### src/dac_ctrl_pkg.sv
package dac_ctrl_pkg;

  localparam logic [1:0] SEL_ADDR = 2'h0;
  localparam logic [1:0] SEL_PAL = 2'h1;
  localparam logic [1:0] SEL_CTRL = 2'h2;
  localparam logic [1:0] SEL_MODE = 2'h3;

  localparam logic [10:0] OFS_ID = 11'h003;
  localparam logic [10:0] OFS_MASK = 11'h004;
  localparam logic [10:0] OFS_CMD1 = 11'h005;
  localparam logic [10:0] OFS_CMD2 = 11'h006;
  localparam logic [10:0] OFS_CMD3 = 11'h007;
  localparam logic [10:0] CUR_FIRST = 11'h200;
  localparam logic [10:0] CUR_LAST = 11'h204;
  localparam logic [10:0] IMG_FIRST = 11'h400;
  localparam logic [10:0] OVL_FIRST = 11'h303;
  localparam logic [10:0] OVL_LAST = 11'h304;

  localparam logic [7:0] MODE_RST = 8'hff;
  localparam logic [7:0] CMD1_RST = 8'h00;
  localparam logic [7:0] CMD2_RST = 8'hff;
  localparam logic [7:0] CMD3_RST = 8'hff;
  localparam logic [7:0] MASK_RST = 8'hff;
  localparam logic [10:0] PTR_RST = 11'h000;

  localparam logic [1:0] FN_PALSEL = 2'h0;
  localparam logic [1:0] FN_BYPASS = 2'h1;
  localparam logic [1:0] FN_OVERLAY = 2'h2;
  localparam logic [1:0] FN_IGNORE = 2'h3;

  // divider tap per field code: clock = pixel / 2^(tap+1)
  localparam logic [2:0] PRG_TAP [4] = '{3'h1, 3'h2, 3'h3, 3'h4};
  localparam logic [2:0] LOAD_TAP [4] = '{3'h0, 3'h2, 3'h0, 3'h1};

  typedef struct packed {
    logic [1:0] select_match_field;
    logic load_calibrate_bit;
    logic [1:0] op_mode_field;
    logic host_width_bit;
    logic dac_resolution_bit;
    logic seq_restart_bit;
  } mode_reg_t;

  typedef struct packed {
    logic [1:0] bypass_colour_field;
    logic [1:0] select_function_field;
    logic ptr_upper_enable;
    logic spare2;
    logic spare1;
    logic auto_recal_bit;
  } cmd1_t;

  typedef struct packed {
    logic [3:0] colour_mode_field;
    logic pedestal_bit;
    logic sync_on_green_bit;
    logic [1:0] spare;
  } cmd2_t;

  typedef struct packed {
    logic [1:0] mux_mode_field;
    logic spare5;
    logic [2:0] blank_delay_field;
    logic [1:0] prog_clk_div_field;
  } cmd3_t;

  typedef struct packed {
    logic acc;
    logic rd;
    logic [1:0] sel;
    logic [9:0] data;
  } host_req_t;

  typedef struct packed {
    logic [9:0] r;
    logic [9:0] g;
    logic [9:0] b;
  } pixel_t;

  typedef enum logic [2:0] {
    SEQ_IDLE = 3'b001,
    SEQ_ONE = 3'b010,
    SEQ_ZERO = 3'b100
  } seq_state_t;

endpackage

### src/dac_ctrl.sv
`timescale 1ns/1ps
module dac_ctrl
  import dac_ctrl_pkg::*;
#(
  // arbitrary identification value
  parameter logic [7:0] ID_VALUE = 8'h5a
)(
  input wire logic ref_clk_i,
  input wire logic rst_n_i,
  input wire host_req_t host_req_i,
  output logic [9:0] host_data_o,
  output logic host_data_oe_n_o,
  input wire logic palette_sel_in_hi_i,
  input wire logic palette_sel_in_lo_i,
  input wire pixel_t pix_i,
  input wire logic blank_n_i,
  input wire logic vsync_i,
  output pixel_t dac_o,
  output logic dac_enable_o,
  output logic [1:0] overlay_sel_o,
  output logic bypass_active_o,
  output logic blank_n_o,
  output logic prog_clock_out_o,
  output logic load_clock_out_o,
  output logic cal_start_o,
  output logic seq_restart_o,
  output logic [1:0] pixel_phase_o,
  output logic normal_mode_o,
  output logic [1:0] bypass_colour_o,
  output logic [3:0] colour_mode_o,
  output logic sync_on_green_o,
  output logic pedestal_o
);

  mode_reg_t mode_q, mode_d;
  cmd1_t cmd1_q, cmd1_d;
  cmd2_t cmd2_q, cmd2_d;
  cmd3_t cmd3_q, cmd3_d;
  logic [7:0] mask_q, mask_d;
  logic [10:0] ptr_q, ptr_d;
  logic hi_next_q, hi_next_d;
  logic last_rd_q, last_rd_d;
  logic [1:0] rgb_q, rgb_d;
  logic half_q, half_d;
  logic [9:0] rdata_q, rdata_d;
  logic oe_n_q, oe_n_d;
  logic cal_q, cal_d;
  logic restart_q, restart_d;
  // resets low like the idle pin, so no false edge after reset
  logic vsync_q;
  seq_state_t seq_q, seq_d;

  logic [7:0] wbyte;
  logic hi_sel;
  logic in_auto;
  logic byte_done;
  mode_reg_t mode_w;

  // unmapped offsets read back as zero
  function automatic logic [7:0] ctrl_read(
    input logic [10:0] a,
    input logic [7:0] m,
    input logic [7:0] c1,
    input logic [7:0] c2,
    input logic [7:0] c3
  );
    logic [7:0] v;
    v = 8'h00;
    unique case (a)
      OFS_ID: v = ID_VALUE;
      OFS_MASK: v = m;
      OFS_CMD1: v = c1;
      OFS_CMD2: v = c2;
      OFS_CMD3: v = c3;
      default: v = 8'h00;
    endcase
    return v;
  endfunction

  always_comb
  begin
    wbyte = host_req_i.data[7:0];
    mode_w = mode_reg_t'(wbyte);
    mode_d = mode_q;
    cmd1_d = cmd1_q;
    cmd2_d = cmd2_q;
    cmd3_d = cmd3_q;
    mask_d = mask_q;
    ptr_d = ptr_q;
    hi_next_d = hi_next_q;
    last_rd_d = last_rd_q;
    rgb_d = rgb_q;
    half_d = half_q;
    rdata_d = 10'h000;
    oe_n_d = 1'b1;
    cal_d = 1'b0;
    restart_d = 1'b0;
    seq_d = seq_q;
    hi_sel = 1'b0;
    byte_done = 1'b0;

    // cursor registers and cursor image walk forward on each control access
    in_auto = (ptr_q >= CUR_FIRST && ptr_q <= CUR_LAST) ||
      ptr_q >= IMG_FIRST;
    // recalibrate on vsync only while the manual bit rests at zero
    if (vsync_i && !vsync_q && cmd1_q.auto_recal_bit &&
        !mode_q.load_calibrate_bit)
    begin
      cal_d = 1'b1;
    end

    // every field of an access is taken on its strobe edge only
    if (host_req_i.acc)
    begin
      last_rd_d = host_req_i.rd;
      hi_next_d = 1'b0;
      oe_n_d = !host_req_i.rd;
      unique case (host_req_i.sel)
        SEL_ADDR:
        begin
          // a changed access type or another register restarts at low
          hi_sel = hi_next_q && last_rd_q == host_req_i.rd &&
            cmd1_q.ptr_upper_enable;
          hi_next_d = !hi_sel;
          if (host_req_i.rd)
          begin
            rdata_d = hi_sel ? {7'h00, ptr_q[10:8]} : {2'h0, ptr_q[7:0]};
          end
          else
          begin
            // a pointer write restarts the colour walk
            rgb_d = 2'h0;
            half_d = 1'b0;
            if (hi_sel)
            begin
              ptr_d = {wbyte[2:0], ptr_q[7:0]};
            end
            else
            begin
              ptr_d = {ptr_q[10:8], wbyte};
            end
          end
        end
        SEL_MODE:
        begin
          if (host_req_i.rd)
          begin
            rdata_d = {2'h0, mode_q};
          end
          else
          begin
            mode_d = mode_w;
            if (mode_w.load_calibrate_bit && !mode_q.load_calibrate_bit)
            begin
              cal_d = 1'b1;
            end
            // restart bit walk over successive mode writes
            unique case (seq_q)
              SEQ_IDLE: seq_d = mode_w.seq_restart_bit ? SEQ_ONE : SEQ_IDLE;
              SEQ_ONE: seq_d = mode_w.seq_restart_bit ? SEQ_ONE : SEQ_ZERO;
              SEQ_ZERO:
              begin
                seq_d = SEQ_IDLE;
                restart_d = mode_w.seq_restart_bit;
              end
              default: seq_d = SEQ_IDLE;
            endcase
          end
        end
        SEL_CTRL:
        begin
          if (host_req_i.rd)
          begin
            // top bits stay zero for every control register
            rdata_d = {2'h0, ctrl_read(ptr_q, mask_q, cmd1_q, cmd2_q,
              cmd3_q)};
          end
          else
          begin
            unique case (ptr_q)
              OFS_MASK: mask_d = wbyte;
              OFS_CMD1: cmd1_d = cmd1_t'(wbyte);
              OFS_CMD2: cmd2_d = cmd2_t'(wbyte);
              OFS_CMD3: cmd3_d = cmd3_t'(wbyte);
              default: ;
            endcase
          end
          if (in_auto)
          begin
            ptr_d = ptr_q + 11'h001;
          end
        end
        SEL_PAL:
        begin
          // colour storage sits elsewhere; only the sequencing lives here
          byte_done = mode_q.host_width_bit || half_q;
          half_d = mode_q.host_width_bit ? 1'b0 : !half_q;
          if (byte_done)
          begin
            rgb_d = rgb_q + 2'h1;
            if (rgb_q == 2'h2)
            begin
              rgb_d = 2'h0;
              if (ptr_q >= OVL_FIRST && ptr_q <= OVL_LAST)
              begin
                ptr_d = ptr_q + 11'h001;
              end
            end
          end
        end
        default: ;
      endcase
      // byte-wide host: upper lanes never carry stale bits
      if (!mode_q.host_width_bit)
      begin
        rdata_d[9:8] = 2'h0;
      end
    end
  end

  always_ff @(posedge ref_clk_i or negedge rst_n_i)
  begin
    if (!rst_n_i)
    begin
      mode_q <= mode_reg_t'(MODE_RST);
      cmd1_q <= cmd1_t'(CMD1_RST);
      cmd2_q <= cmd2_t'(CMD2_RST);
      cmd3_q <= cmd3_t'(CMD3_RST);
      mask_q <= MASK_RST;
      ptr_q <= PTR_RST;
      hi_next_q <= 1'b0;
      last_rd_q <= 1'b0;
      rgb_q <= 2'h0;
      half_q <= 1'b0;
      rdata_q <= 10'h000;
      oe_n_q <= 1'b1;
      cal_q <= 1'b0;
      restart_q <= 1'b0;
      vsync_q <= 1'b0;
      seq_q <= SEQ_IDLE;
    end
    else
    begin
      mode_q <= mode_d;
      cmd1_q <= cmd1_d;
      cmd2_q <= cmd2_d;
      cmd3_q <= cmd3_d;
      mask_q <= mask_d;
      ptr_q <= ptr_d;
      hi_next_q <= hi_next_d;
      last_rd_q <= last_rd_d;
      rgb_q <= rgb_d;
      half_q <= half_d;
      rdata_q <= rdata_d;
      oe_n_q <= oe_n_d;
      cal_q <= cal_d;
      restart_q <= restart_d;
      vsync_q <= vsync_i;
      seq_q <= seq_d;
    end
  end

  // pixel path
  pixel_t dac_q, dac_d;
  logic en_q, en_d;
  logic [1:0] ovl_q, ovl_d;
  logic byp_q, byp_d;
  logic [6:0] blank_pipe_q, blank_pipe_d;
  logic blank_q, blank_d;
  logic [1:0] phase_q, phase_d;
  logic [4:0] div_q, div_d;
  logic prg_q, prg_d;
  logic load_q, load_d;
  logic norm_q, norm_d;
  logic [1:0] ps;
  logic [7:0] blank_taps;

  function automatic logic [9:0] shape_px(
    input logic [9:0] v,
    input logic [7:0] m,
    input logic res
  );
    logic [9:0] x;
    x = {v[9:8], v[7:0] & m};
    return res ? x : {x[9:2], 2'h0};
  endfunction

  always_comb
  begin
    ps = {palette_sel_in_hi_i, palette_sel_in_lo_i};
    en_d = 1'b1;
    ovl_d = 2'h0;
    byp_d = 1'b0;
    unique case (cmd1_q.select_function_field)
      FN_PALSEL: en_d = ps == mode_q.select_match_field;
      FN_BYPASS: byp_d = palette_sel_in_hi_i;
      FN_OVERLAY: ovl_d = ps;
      FN_IGNORE: en_d = 1'b1;
    endcase

    // mask first, then resolution, so both cut the same code
    dac_d.r = shape_px(pix_i.r, mask_q, mode_q.dac_resolution_bit);
    dac_d.g = shape_px(pix_i.g, mask_q, mode_q.dac_resolution_bit);
    dac_d.b = shape_px(pix_i.b, mask_q, mode_q.dac_resolution_bit);
    if (!en_d)
    begin
      dac_d = '0;
    end

    // pipe is as deep as the widest delay code needs
    blank_pipe_d = {blank_pipe_q[5:0], blank_n_i};
    blank_taps = {blank_pipe_q, blank_n_i};
    blank_d = blank_taps[cmd3_q.blank_delay_field];

    // restart pulse wins over the free count
    phase_d = restart_q ? 2'h0 : phase_q + 2'h1;
    // one free counter feeds both dividers, so their edges align
    div_d = div_q + 5'h01;
    prg_d = div_q[PRG_TAP[cmd3_q.prog_clk_div_field]];
    load_d = div_q[LOAD_TAP[cmd3_q.mux_mode_field]];

    norm_d = mode_q.op_mode_field == 2'h0;
  end

  always_ff @(posedge ref_clk_i or negedge rst_n_i)
  begin
    if (!rst_n_i)
    begin
      dac_q <= '0;
      en_q <= 1'b0;
      ovl_q <= 2'h0;
      byp_q <= 1'b0;
      blank_pipe_q <= 7'h00;
      blank_q <= 1'b0;
      phase_q <= 2'h0;
      div_q <= 5'h00;
      prg_q <= 1'b0;
      load_q <= 1'b0;
      norm_q <= 1'b0;
    end
    else
    begin
      dac_q <= dac_d;
      en_q <= en_d;
      ovl_q <= ovl_d;
      byp_q <= byp_d;
      blank_pipe_q <= blank_pipe_d;
      blank_q <= blank_d;
      phase_q <= phase_d;
      div_q <= div_d;
      prg_q <= prg_d;
      load_q <= load_d;
      norm_q <= norm_d;
    end
  end

  // register fields go out straight from their flip-flops
  assign host_data_o = rdata_q;
  assign host_data_oe_n_o = oe_n_q;
  assign dac_o = dac_q;
  assign dac_enable_o = en_q;
  assign overlay_sel_o = ovl_q;
  assign bypass_active_o = byp_q;
  assign blank_n_o = blank_q;
  assign prog_clock_out_o = prg_q;
  assign load_clock_out_o = load_q;
  assign cal_start_o = cal_q;
  assign seq_restart_o = restart_q;
  assign pixel_phase_o = phase_q;
  assign normal_mode_o = norm_q;
  assign bypass_colour_o = cmd1_q.bypass_colour_field;
  assign colour_mode_o = cmd2_q.colour_mode_field;
  assign sync_on_green_o = cmd2_q.sync_on_green_bit;
  assign pedestal_o = cmd2_q.pedestal_bit;

endmodule

### config.mk
export PLATFORM = sky130hd
export DESIGN_NAME = dac_ctrl
export DESIGN_NICKNAME = d
export VERILOG_FILES = /design/src/dac_ctrl_pkg.sv /design/src/dac_ctrl.sv
export SDC_FILE = /design/constraint.sdc
export NUM_CORES = 1
export LEC_CHECK = 0
export BUFFER_PORTS_ARGS = -buffer_cell sky130_fd_sc_hd__buf_2
export CORE_MARGIN = 1.5
export CORE_UTILIZATION = 59
export CTS_CLUSTER_DIAMETER = 30
export DETAILED_ROUTE_END_ITERATION = 12
export PLACE_DENSITY = 0.87
export SLEW_MARGIN = 20
export SYNTH_ARGS = -nofsm -noshare
export SYNTH_HDL_FRONTEND = slang
export SYNTH_SLANG_ARGS = --single-unit
### constraint.sdc
create_clock -name ref_clk_i -period 3.5 [get_ports ref_clk_i]
set_clock_uncertainty 0.05 [all_clocks]
set_input_delay 0.35 -clock ref_clk_i [delete_from_list [all_inputs] [get_ports ref_clk_i]]
set_output_delay 0.35 -clock ref_clk_i [all_outputs]
set_load 0.01 [all_outputs]
=== Word-level counts from Yosys, hierarchy flattened ===
Index checks and enable logic that the tools add are counted.

* Add/sub/neg operators: 4
* Order comparisons: 10
* Equality and inequality tests: 23
* Multiplexer cells: 56
* Bitwise logic cells: 6
* Reduce and logical (&&, ||, !) cells: 29

{| class="wikitable"
|+ Operators by type and width
! kind !! count
|-
| two-way mux 11 bit || 6
|-
| == test 11 x 3 -> 1 bit (second input constant) || 4
|-
| case mux 8 bit (5 select lines) || 1
|-
| case mux 11 bit (3 select lines) || 1
|-
| two-way mux 8 bit || 4
|-
| two-way mux 30 bit || 1
|-
| AND 8 bit || 3
|-
| case mux 8 bit (3 select lines) || 1
|-
| greater-or-equal comparator 11 x 10 -> 1 bit (second input constant) || 2
|-
| <= comparator 11 x 10 -> 1 bit (second input constant) || 2
|-
| two-way mux 2 bit || 10
|-
| AND reduction 4 bit || 5
|-
| two-way mux 1 bit || 18
|-
| AND reduction 8 bit || 2
|-
| two-way mux 3 bit || 5
|-
| inequality test 2 bit (second input constant) || 7
|-
| binary-select mux 3 bit (select 2 bit) || 2
|-
| < comparator 3 x 4 -> 1 bit (second input constant) || 3
|-
| adder 11 x 1 -> 11 bit (second input constant) || 1
|-
| == test 11 x 2 -> 1 bit (second input constant) || 1
|-
| greater-or-equal comparator 11 bit (second input constant) || 1
|-
| two-way mux 10 bit || 1
|-
| binary-select mux 1 bit (select 3 bit) || 3
|-
| == test 2 bit (second input constant) || 4
|-
| 21 further kinds || 40
|}

* Register bits after elaboration: 125
* Input bits: 50
* Output and inout bits: 61
* Word-level logic and storage cells: 174

=== Logic depth before layout (Yosys ltp) ===
Gate-level depths: netlist (run 1).

* Depth in word-level cells: 9
* Mapped depth: 8
* Mapped depth without buffers: 7

=== Worst setup path before layout (run 1) ===
Ideal clock, no wire load.

* Path kind: input to register
* From: input port host_req_i[11] in the netlist's numbering
* To: register ptr_q[6]
* Library setup time: 0.123 ns
* Arrival: 1.985 ns
* Data required time: 3.327 ns
* Path slack: 1.343 ns
* Stages on the path: 8
* Buffers on the path: 2
* Path through: inv_1 -> ha_1 -> clkbuf_1 -> o311ai_1 -> a2111oi_4 -> and2_1 -> buf_4 -> o221a_2

* Cells in the longest elaborated chain, start to end: 3
* Elaborated cells between the ends (all ways): 12
* Classes of those cells: eq/ne (8); mux (1); reduce/logical (3)

{| class="wikitable"
|+ Ends and longest elaborated chain
! item !! RTL line !! text
|-
| from (decl) || dac_ctrl.sv:10 || <nowiki>input wire host_req_t host_req_i,</nowiki>
|-
| == test 2 x 1 -> 1 bit (tied with other cells) || dac_ctrl.sv:118 || <nowiki>unique case (host_req_i.sel)</nowiki>
|-
| inequality test 2 bit (no source line) or nonzero test 3 bit (tied branches) || n/a ||
|-
| AND reduction 8 bit (no source line) || n/a ||
|-
| to (signal assigned) || dac_ctrl.sv:249 || <nowiki>ptr_q <= ptr_d;</nowiki>
|-
| to (decl) || dac_ctrl.sv:40 || <nowiki>logic [10:0] ptr_q, ptr_d;</nowiki>
|}

Parallel ways exist; a longest one is shown, timed or not.
A chain may end at the register's enable or synchronous reset.

=== Final worst setup path (run 1) ===
* From: register ptr_q[3]
* To: register ptr_q[6]

* Cells in the longest elaborated chain, start to end: 5
* Elaborated cells between the ends (all ways): 17
* Classes of those cells: add/sub (1); order compare (5); eq/ne (2); mux (5); reduce/logical (4)

{| class="wikitable"
|+ Ends and longest elaborated chain
! item !! RTL line
|-
| adder 11 x 1 -> 11 bit (tied with other cells) || dac_ctrl.sv:190, dac_ctrl.sv:206
|-
| two-way mux 11 bit or logical AND 1 bit (tied branches) || dac_ctrl.sv:204, dac_ctrl.sv:103
|-
| two-way mux 11 bit or logical OR 1 bit (tied branches) || dac_ctrl.sv:201, dac_ctrl.sv:103
|-
| two-way mux 11 bit or inequality test 2 bit (tied branches) || n/a
|-
| case mux 11 bit (3 select lines) or AND reduction 8 bit (tied branches) || n/a
|}

Parallel ways exist; a longest one is shown, timed or not. The select of a mux whose other input is x is not followed.

==> flow_summary.ini, run 1 <==
[placed_design]
place.port_buffers = 106
place_congestion = 0.966
place_worst_setup_slack_ps = 903
dpl.hpwl_mm = 9.13

[logic_synthesis]
synth-seq-cells = 123
synth_edf_count = 0
syn_avg_cell_area_um2 = 11.6
synthFlopType = dfrtp_1
ys_seq_area_frac = 0.570
synth_area_um2 = 5470
syn_inst = 471
synthArstFlopShare = 1.00
ys_warn_count = 0
synth_cell_types = 61

[sta]
hold_violations = 1
setup_tns_ps = 0
max_slew_margin = 0.386
setup_viol = 0
worst_slew_pin_slew_ps = 920
fmax_mhz = 386
finalMaxSlewViolations = 0
worst_slack_ps = 913
holdWs_ps = -2.37
rsz0062_at_grt = no
finalCritPeriodShare = 0.739
post-route-min-period_ps = 2590

[cells_and_area]
layout_common_cells = buf_2, dfrtp_1, nand2_1, mux2_2, dfstp_2
final_util = 0.758
fin_nets = 641
area_growth_pct = 22.5
drive_gt1_frac = 0.374
num_antenna_cells = 0
final_common_cell = buf_2

[setup_path]
cp_num_buf_inv = 0
cp_max_fo = 9
crit_arrival_ps = 2990
cp_slowest_stage_delay_ps = 710
critPathSlowestCell = a2111oi_4
start_kind = register
rrSetupSlack_ps = 910
path_class = reg2reg
cp_cell_sequence = nor4_4 > nand4_2 > a2111oi_4 > and2_1 > o221a_2
cp.required_ps = 3900
end_kind = register
cpLargestDelayFamily = simple AND/OR/NAND/NOR gates

[clock_tree]
htreeDepth = 4
cts_tree = done
clock-sinks = 123
clk_latency_ps = 520
cts_buffers = 17
clockBufferDepth = 2
root_buffer = clkbuf_8
cts_resized = 0
clk_pin_slew_ps = 60

[floorplanning]
die_area_um2 = 9860
pin_count = 111
core-area_um2 = 8850
start_util = 0.618
die_w_um = 99.3
chipHeight_um = 99.3
rows = 34

[outcome]
violations = negative hold slack
outcome = complete, but fails checks

[drt]
wl_per_cell_um = 20.1
ant_nets = 0
drt-initial-drc-count = 393
drc = 0
first_pass_iters = 5
vias_per_cell = 6.16
vias = 4322
wl_mm = 14.1

[global_routing]
grt_pass1_wl_mm = 22.6
grt_max_degree = 76
grt_overflow_total = 0
grt_pass1_vias = 4406
grt_util_all_layers = 0.299
antenna_found_initial = 0

[pwr]
clkPwrFrac = 0.403
power_density_nw_per_um2 = 612
ir_drop_mv = 0.379
power.internal_w = 0.00281
power_leakage_nw = 3.33
switching_share = 0.315
p_comb_frac = 0.162
p_sw_w = 0.00129
seqPwrFrac = 0.435

[min_path]
min_path_type = in2reg

[run]
max_cap_viol_count = 0
[area by class of cell]
cell class              instances  area (um2)
fillers                       550        2140
inverters                      13        48.8
multi-input cells             303        2140
clock buffers                  18         428
clock inverters                14         135
repair buffers                123         693
well taps                     108         135
flip-flops and latches        123        3120
[stage by stage]
stage,instance area (um2),std cells,power (W)
5_1_grt,6700,702,0.00428
3_5_place_dp,6010,657,0.00242
2_1_floorplan,5480,472,0.00218
3_3_place_gp,6010,657,0.00239
4_1_cts,6670,699,0.00410
6_report,6700,702,0.00410
[cells by family after synthesis]
family	share of synthesized area
AO/OA/AOI/OAI	0.124
XOR/XNOR	0.0112
adder cells (fa/ha/maj)	0.0229
buffers and inverters	0.0386
flip-flops	0.570
multiplexers	0.0880
other	0.000685
AND/OR/NAND/NOR	0.145
[what timing repair did]
item	in CTS	in global routing
endpoints found under the hold margin	53	3
hold buffers	10	3
buffers inserted	0	0
[power groups by stage]
stage / clock [W] / sequential [W] / combinational, W
final: 0.00165 / 0.00179 / 0.000665
after global routing: 0.00174 / 0.00180 / 0.000734
after CTS: 0.00167 / 0.00177 / 0.000656
after detailed placement: 0 / 0.00179 / 0.000633
after global placement: 0 / 0.00178 / 0.000611
after floorplan: 0 / 0.00172 / 0.000461
[state kept, by name (all words and copies together) (netlist names), 2 cells and up]
signal / count
pixel_phase_o: 2
cmd1_q: 6
rgb_q: 2
overlay_sel_o: 2
colour_mode_o: 4
host_data_o: 8
ptr_q: 11
cmd3_q: 8
mask_q: 8
seq_q: 3
bypass_colour_o: 2
mode_q: 8
cmd2_q: 2
dac_o: 30
blank_pipe_q: 7
div_q: 5
[final timing paths]
path                            startpoint  cells after the start              end
min                              pix_i[18]                      2        dac_o[18]
min reg2reg                blank_pipe_q[1]                      0  blank_pipe_q[2]
max in group asynchronous          rst_n_i                      3         dac_o[4]
max                               ptr_q[3]                      5         ptr_q[6]
max reg2reg                       ptr_q[3]                      5         ptr_q[6]
min in group asynchronous          rst_n_i                      2        cmd1_q[5]
[synthesized netlist by cell type (all sizes together), types with 4 or more instances]
| library cell | number | area (um2) |
|---|---|---|
| and3 | 24 | 150 |
| clkbuf | 20 | 75.1 |
| dfstp | 34 | 893 |
| o21ai | 14 | 70.1 |
| nand3 | 14 | 70.1 |
| and3b | 4 | 35.0 |
| nand2 | 48 | 180 |
| inv | 12 | 45.0 |
| nor2 | 14 | 52.6 |
| nand4 | 6 | 43.8 |
| nand2b | 6 | 37.5 |
| a222oi | 4 | 40.0 |
| dfrtp | 89 | 2230 |
| a221oi | 5 | 43.8 |
| a31oi | 13 | 81.3 |
| ha | 10 | 125 |
| buf | 13 | 87.6 |
| and2 | 18 | 113 |
| mux2 | 35 | 394 |
| a21oi | 25 | 125 |
| a21o | 4 | 30.0 |
| xnor2 | 4 | 35.0 |
| a22oi | 7 | 52.6 |
[metal layers]
layer  vias up  global-route usage  routed length [um]
met5         -                   0                   0
li1       1911                   -                   -
met3        49              0.0724                1070
met1      2106               0.375                5520
met4         0               0.143                 476
met2       256               0.492                7060
Power figures use the tool's default switching activity.
==> inputs of run 2 (changes only) <==
--- a/config.mk
+++ b/config.mk
@@ -7,10 +7,10 @@
 export LEC_CHECK = 0
 export BUFFER_PORTS_ARGS = -buffer_cell sky130_fd_sc_hd__buf_2
 export CORE_MARGIN = 1.5
-export CORE_UTILIZATION = 59
+export CORE_UTILIZATION = 55
 export CTS_CLUSTER_DIAMETER = 30
 export DETAILED_ROUTE_END_ITERATION = 12
-export PLACE_DENSITY = 0.87
+export PLACE_DENSITY = 0.82
 export SLEW_MARGIN = 20
 export SYNTH_ARGS = -nofsm -noshare
 export SYNTH_HDL_FRONTEND = slang
==> constraint.sdc (replaced) <==
create_clock -name ref_clk_i -period 2.65 [get_ports ref_clk_i]
set_clock_uncertainty 0.05 [all_clocks]
set_input_delay 0.265 -clock ref_clk_i [delete_from_list [all_inputs] [get_ports ref_clk_i]]
set_output_delay 0.265 -clock ref_clk_i [all_outputs]
set_load 0.01 [all_outputs]
==> flow_summary.ini, run 2 (same netlist as run 1, synthesis figures left out) <==
[global_routing]
met3_usage = 0.0766
grt_max_degree = 98
grt_pass1_wl_mm = 24.8
grt_pass1_vias = 4742
grt_overflow_total = 0
use_met2 = 0.537
globalRouteMet1Util = 0.372
grt_util_all_layers = 0.320
antenna_found_initial = 0
grt.busiest_layer = met2

[clock_tree]
clock-sinks = 123
cts_buffers = 17
clk_pin_slew_ps = 60
cts_tree = done
htreeDepth = 4
clk_latency_ps = 530
cts_resized = 0
clockBufferDepth = 2
root_buffer = clkbuf_8

[setup_path]
crit_arrival_ps = 2700
start_kind = register
path_class = reg2reg
end_kind = register
cp_max_fo = 7
cp.required_ps = 3010

[sta]
fmax_mhz = 427
setup_tns_ps = 0
setup_viol = 0
finalMaxSlewViolations = 0
post-route-min-period_ps = 2340
holdWs_ps = 34.6
finalCritPeriodShare = 0.884
hold_violations = 0
worst_slew_pin_slew_ps = 880
rsz0062_at_grt = no
max_slew_margin = 0.413

[pwr]
seqPwrFrac = 0.406
p_comb_frac = 0.192
total_power_w = 0.00562
clkPwrFrac = 0.402
p_sw_w = 0.00168
power.internal_w = 0.00394
ir_drop_mv = 0.470
switching_share = 0.299
power_density_nw_per_um2 = 789
power_leakage_nw = 3.51

[floorplanning]
die_area_um2 = 10600
start_util = 0.562
pin_count = 111
core-area_um2 = 9730
rows = 36
chipHeight_um = 103
die_w_um = 103

[run]
max_cap_viol_count = 0

[drt]
first_pass_iters = 5
ant_nets = 0
wl_mm = 16.1
vias_per_cell = 6.01
drt-initial-drc-count = 403
drc = 0
wl_per_cell_um = 21.1
vias = 4596

[cells_and_area]
num_antenna_cells = 0
area_growth_pct = 30.2
largest_reg_flops = 30
stdcell_area_um2 = 7120
layout_common_cells = buf_2, dfrtp_1, nand2_1, dlygate4sd3_1, mux2_2
drive_gt1_frac = 0.361
fin_nets = 679
final_common_cell = buf_2

[placed_design]
place_congestion = 0.935
dpl_cell_area_um2 = 6120
dpl.hpwl_mm = 9.13
place.port_buffers = 106

[min_path]
min_path_type = in2reg

[outcome]
outcome = finished clean
-- run 2: cell types whose count changed in the layout (fill, tap and decap cells not counted), sizes merged --
cell / previous run / this run
inv: 18 / 12
buf: 110 / 118
bufinv: 1 / 3
clkinv: 4 / 7
clkbuf: 18 / 20
dlygate4sd3: 13 / 43
clkinvlp: 4 / 3
-- run 2: power groups by stage --
stage               registers, W  logic, W  clock network [W]
floorplan                0.00227  0.000609                  0
global placement         0.00228  0.000944                  0
detailed placement       0.00229  0.000974                  0
CTS                      0.00227   0.00104            0.00227
global route             0.00230   0.00118            0.00236
finish                   0.00228   0.00108            0.00226
-- run 2: critical path: stages (launching register included) --
cell       delay (ps)
dfrtp_1           470
o21ai_0           340
nand4_2           230
a2111oi_4         540
buf_4             220
a41oi_1           120
o221a_2           260
-- run 2: final cells by class --
type	count	area, um2
clock buffers	20	425
clock inverters	12	150
inverters	13	48.8
repair buffers	161	1070
well taps	133	166
fillers	573	2610
flip-flops and latches	123	3120
multi-input cells	303	2150
-- run 2: layer usage --
layer / part of all wire / up-vias
li1: - / 1989
met1: 0.38 / 2267
met2: 0.50 / 277
met3: 0.076 / 63
met4: 0.045 / 0
met5: 0 / -
-- run 2: path summary, 6_finish.rpt --
| path | depth (start not counted) | slack (ps) | end | startpoint |
|---|---|---|---|---|
| worst max-delay path | 6 | 310 | ptr_q[6] | ptr_q[0] |
| worst max register to register | 6 | 310 | ptr_q[6] | ptr_q[0] |
| worst min register to register | 0 | 320 | blank_pipe_q[6] | blank_pipe_q[5] |
| worst min-delay path | 2 | 30 | last_rd_q | host_req_i[13] |
| max in group asynchronous | 3 | 1550 | colour_mode_o[2] | rst_n_i |
| min in group asynchronous | 2 | 160 | pixel_phase_o[0] | rst_n_i |
-- run 2: per-stage QoR --
stage / instances / worst slack, ps / utilization
after floorplan: 472 / 578 / -
after global placement: 690 / 379 / 0.628
after detailed placement: 690 / 344 / 0.629
after CTS: 765 / 327 / 0.732
after global routing: 765 / 158 / 0.732
final: 765 / 307 / 0.732
-- run 2: repair_timing --
action,CTS,global route
hold endpoints to repair,68,0
setup buffers,0,0
hold buffers,43,0
==> inputs of run 3 (changes only) <==
--- a/config.mk
+++ b/config.mk
@@ -11,6 +11,7 @@
 export CTS_CLUSTER_DIAMETER = 30
 export DETAILED_ROUTE_END_ITERATION = 12
 export PLACE_DENSITY = 0.82
+export REMOVE_ABC_BUFFERS = 1
 export SLEW_MARGIN = 20
 export SYNTH_ARGS = -nofsm -noshare
 export SYNTH_HDL_FRONTEND = slang
==> flow_summary.ini, run 3 (same netlist as run 1, synthesis figures left out) <==
[placed_design]
place_congestion = 0.935
place.port_buffers = 106
dpl.hpwl_mm = 9.18

[sta]
finalCritPeriodShare = 0.881
setup_tns_ps = 0
rsz0062_at_grt = no
max_slew_margin = 0.412
worst_slew_pin_slew_ps = 882
post-route-min-period_ps = 2340
fmax_mhz = 428
hold_violations = 0
holdWs_ps = 21.5
setup_viol = 0
finalMaxSlewViolations = 0

[drt]
wl_mm = 16.5
drc = 0
vias_per_cell = 6.07
first_pass_iters = 5
vias = 4640
ant_nets = 0
wl_per_cell_um = 21.6
drt-initial-drc-count = 407

[floorplanning]
pin_count = 111
die_area_um2 = 10600
start_util = 0.562
die_w_um = 103
rows = 36
core-area_um2 = 9730
chipHeight_um = 103

[outcome]
outcome = finished clean

[cells_and_area]
final_common_cell = buf_2
nFillCells = 587
layout_common_cells = buf_2, dfrtp_1, nand2_1, dlygate4sd3_1, mux2_2
fin_nets = 678
largest_reg_flops = 30
seqCellArea_um2 = 3120
drive_gt1_frac = 0.366
num_antenna_cells = 0
multi_input_area_um2 = 2150
area_growth_pct = 30.4

[pwr]
power_density_nw_per_um2 = 802
ir_drop_mv = 0.570
power_leakage_nw = 3.52

[clock_tree]
cts_hold_buf = 41
clock-sinks = 123
cts_setup_buffers = 0
clk_pin_slew_ps = 60
cts_buffers = 17
htreeDepth = 4
root_buffer = clkbuf_8
cts_tree = done
clk_latency_ps = 530
cts_resized = 0
clockBufferDepth = 2

[setup_path]
cpLargestDelayFamily = compound AO/OA/AOI/OAI gates
critPathSlowestCell = a2111oi_4
end_kind = register
path_class = reg2reg
crit_arrival_ps = 2700
cp_max_fo = 7
cp_cell_sequence = o21ai_0 > nand4_2 > a2111oi_4 > buf_4 > a41oi_1 > o221a_2
cp_slowest_stage_delay_ps = 540
start_kind = register
cp.required_ps = 3010
cp_num_buf_inv = 1

[min_path]
min_path_type = in2reg

[global_routing]
grt_pass1_vias = 4737
grt_util_all_layers = 0.333
grt_pass1_wl_mm = 25.6
grt_max_degree = 54
grt_overflow_total = 0
antenna_found_initial = 0

[run]
max_cap_viol_count = 0
-- run 3: cell type report --
class,instances,share of cell area
Sequential cell,123,0.437
Clock buffer,21,0.0643
Clock inverter,11,0.0198
Inverter,13,0.00684
Timing Repair Buffer,160,0.148
Multi-Input combinational cell,303,0.301
Tap cell,133,0.0233
-- run 3: final timing paths --
path / from / to / slack (ps) / cells after the start
max: ptr_q[0] / ptr_q[6] / 310 / 6
min in group asynchronous: rst_n_i / dac_o[1] / 240 / 2
min: host_req_i[5] / mode_q[5] / 20 / 3
min reg2reg: blank_pipe_q[2] / blank_pipe_q[3] / 330 / 0
max in group asynchronous: rst_n_i / mode_q[2] / 1460 / 3
max reg2reg: ptr_q[0] / ptr_q[6] / 310 / 6
-- run 3: worst min-delay path, stage by stage --
cell,delay (ps)
buf_2,160
nand2_1,100
nand2_1,70
-- run 3: where the power goes --
part | leakage [nW] | switching [W] | internal (W) | total [W]
Clock | 0.290 | 0.000854 | 0.00150 | 0.00236
Sequential | 1.52 | 0.000192 | 0.00209 | 0.00228
Combinational | 1.71 | 0.000663 | 0.000423 | 0.00109
-- run 3: stage by stage --
stage | instance area [um2] | power, W | setup slack, ps | utilization | std cells
6_report | 7140 | 0.00572 | 315 | 0.734 | 764
5_1_grt | 7140 | 0.00595 | 168 | 0.734 | 764
4_1_cts | 7140 | 0.00566 | 348 | 0.734 | 764
3_5_place_dp | 6130 | 0.00326 | 305 | 0.630 | 691
3_3_place_gp | 6120 | 0.00322 | 344 | 0.629 | 691
2_1_floorplan | 5310 | 0.00284 | 283 | - | 439
-- run 3: layer usage --
metal,GRT usage,up-vias,routed length [um]
li1,-,1984,-
met1,0.390,2274,6040
met2,0.539,302,8170
met3,0.103,80,1450
met4,0.204,0,874
met5,0.0144,-,0
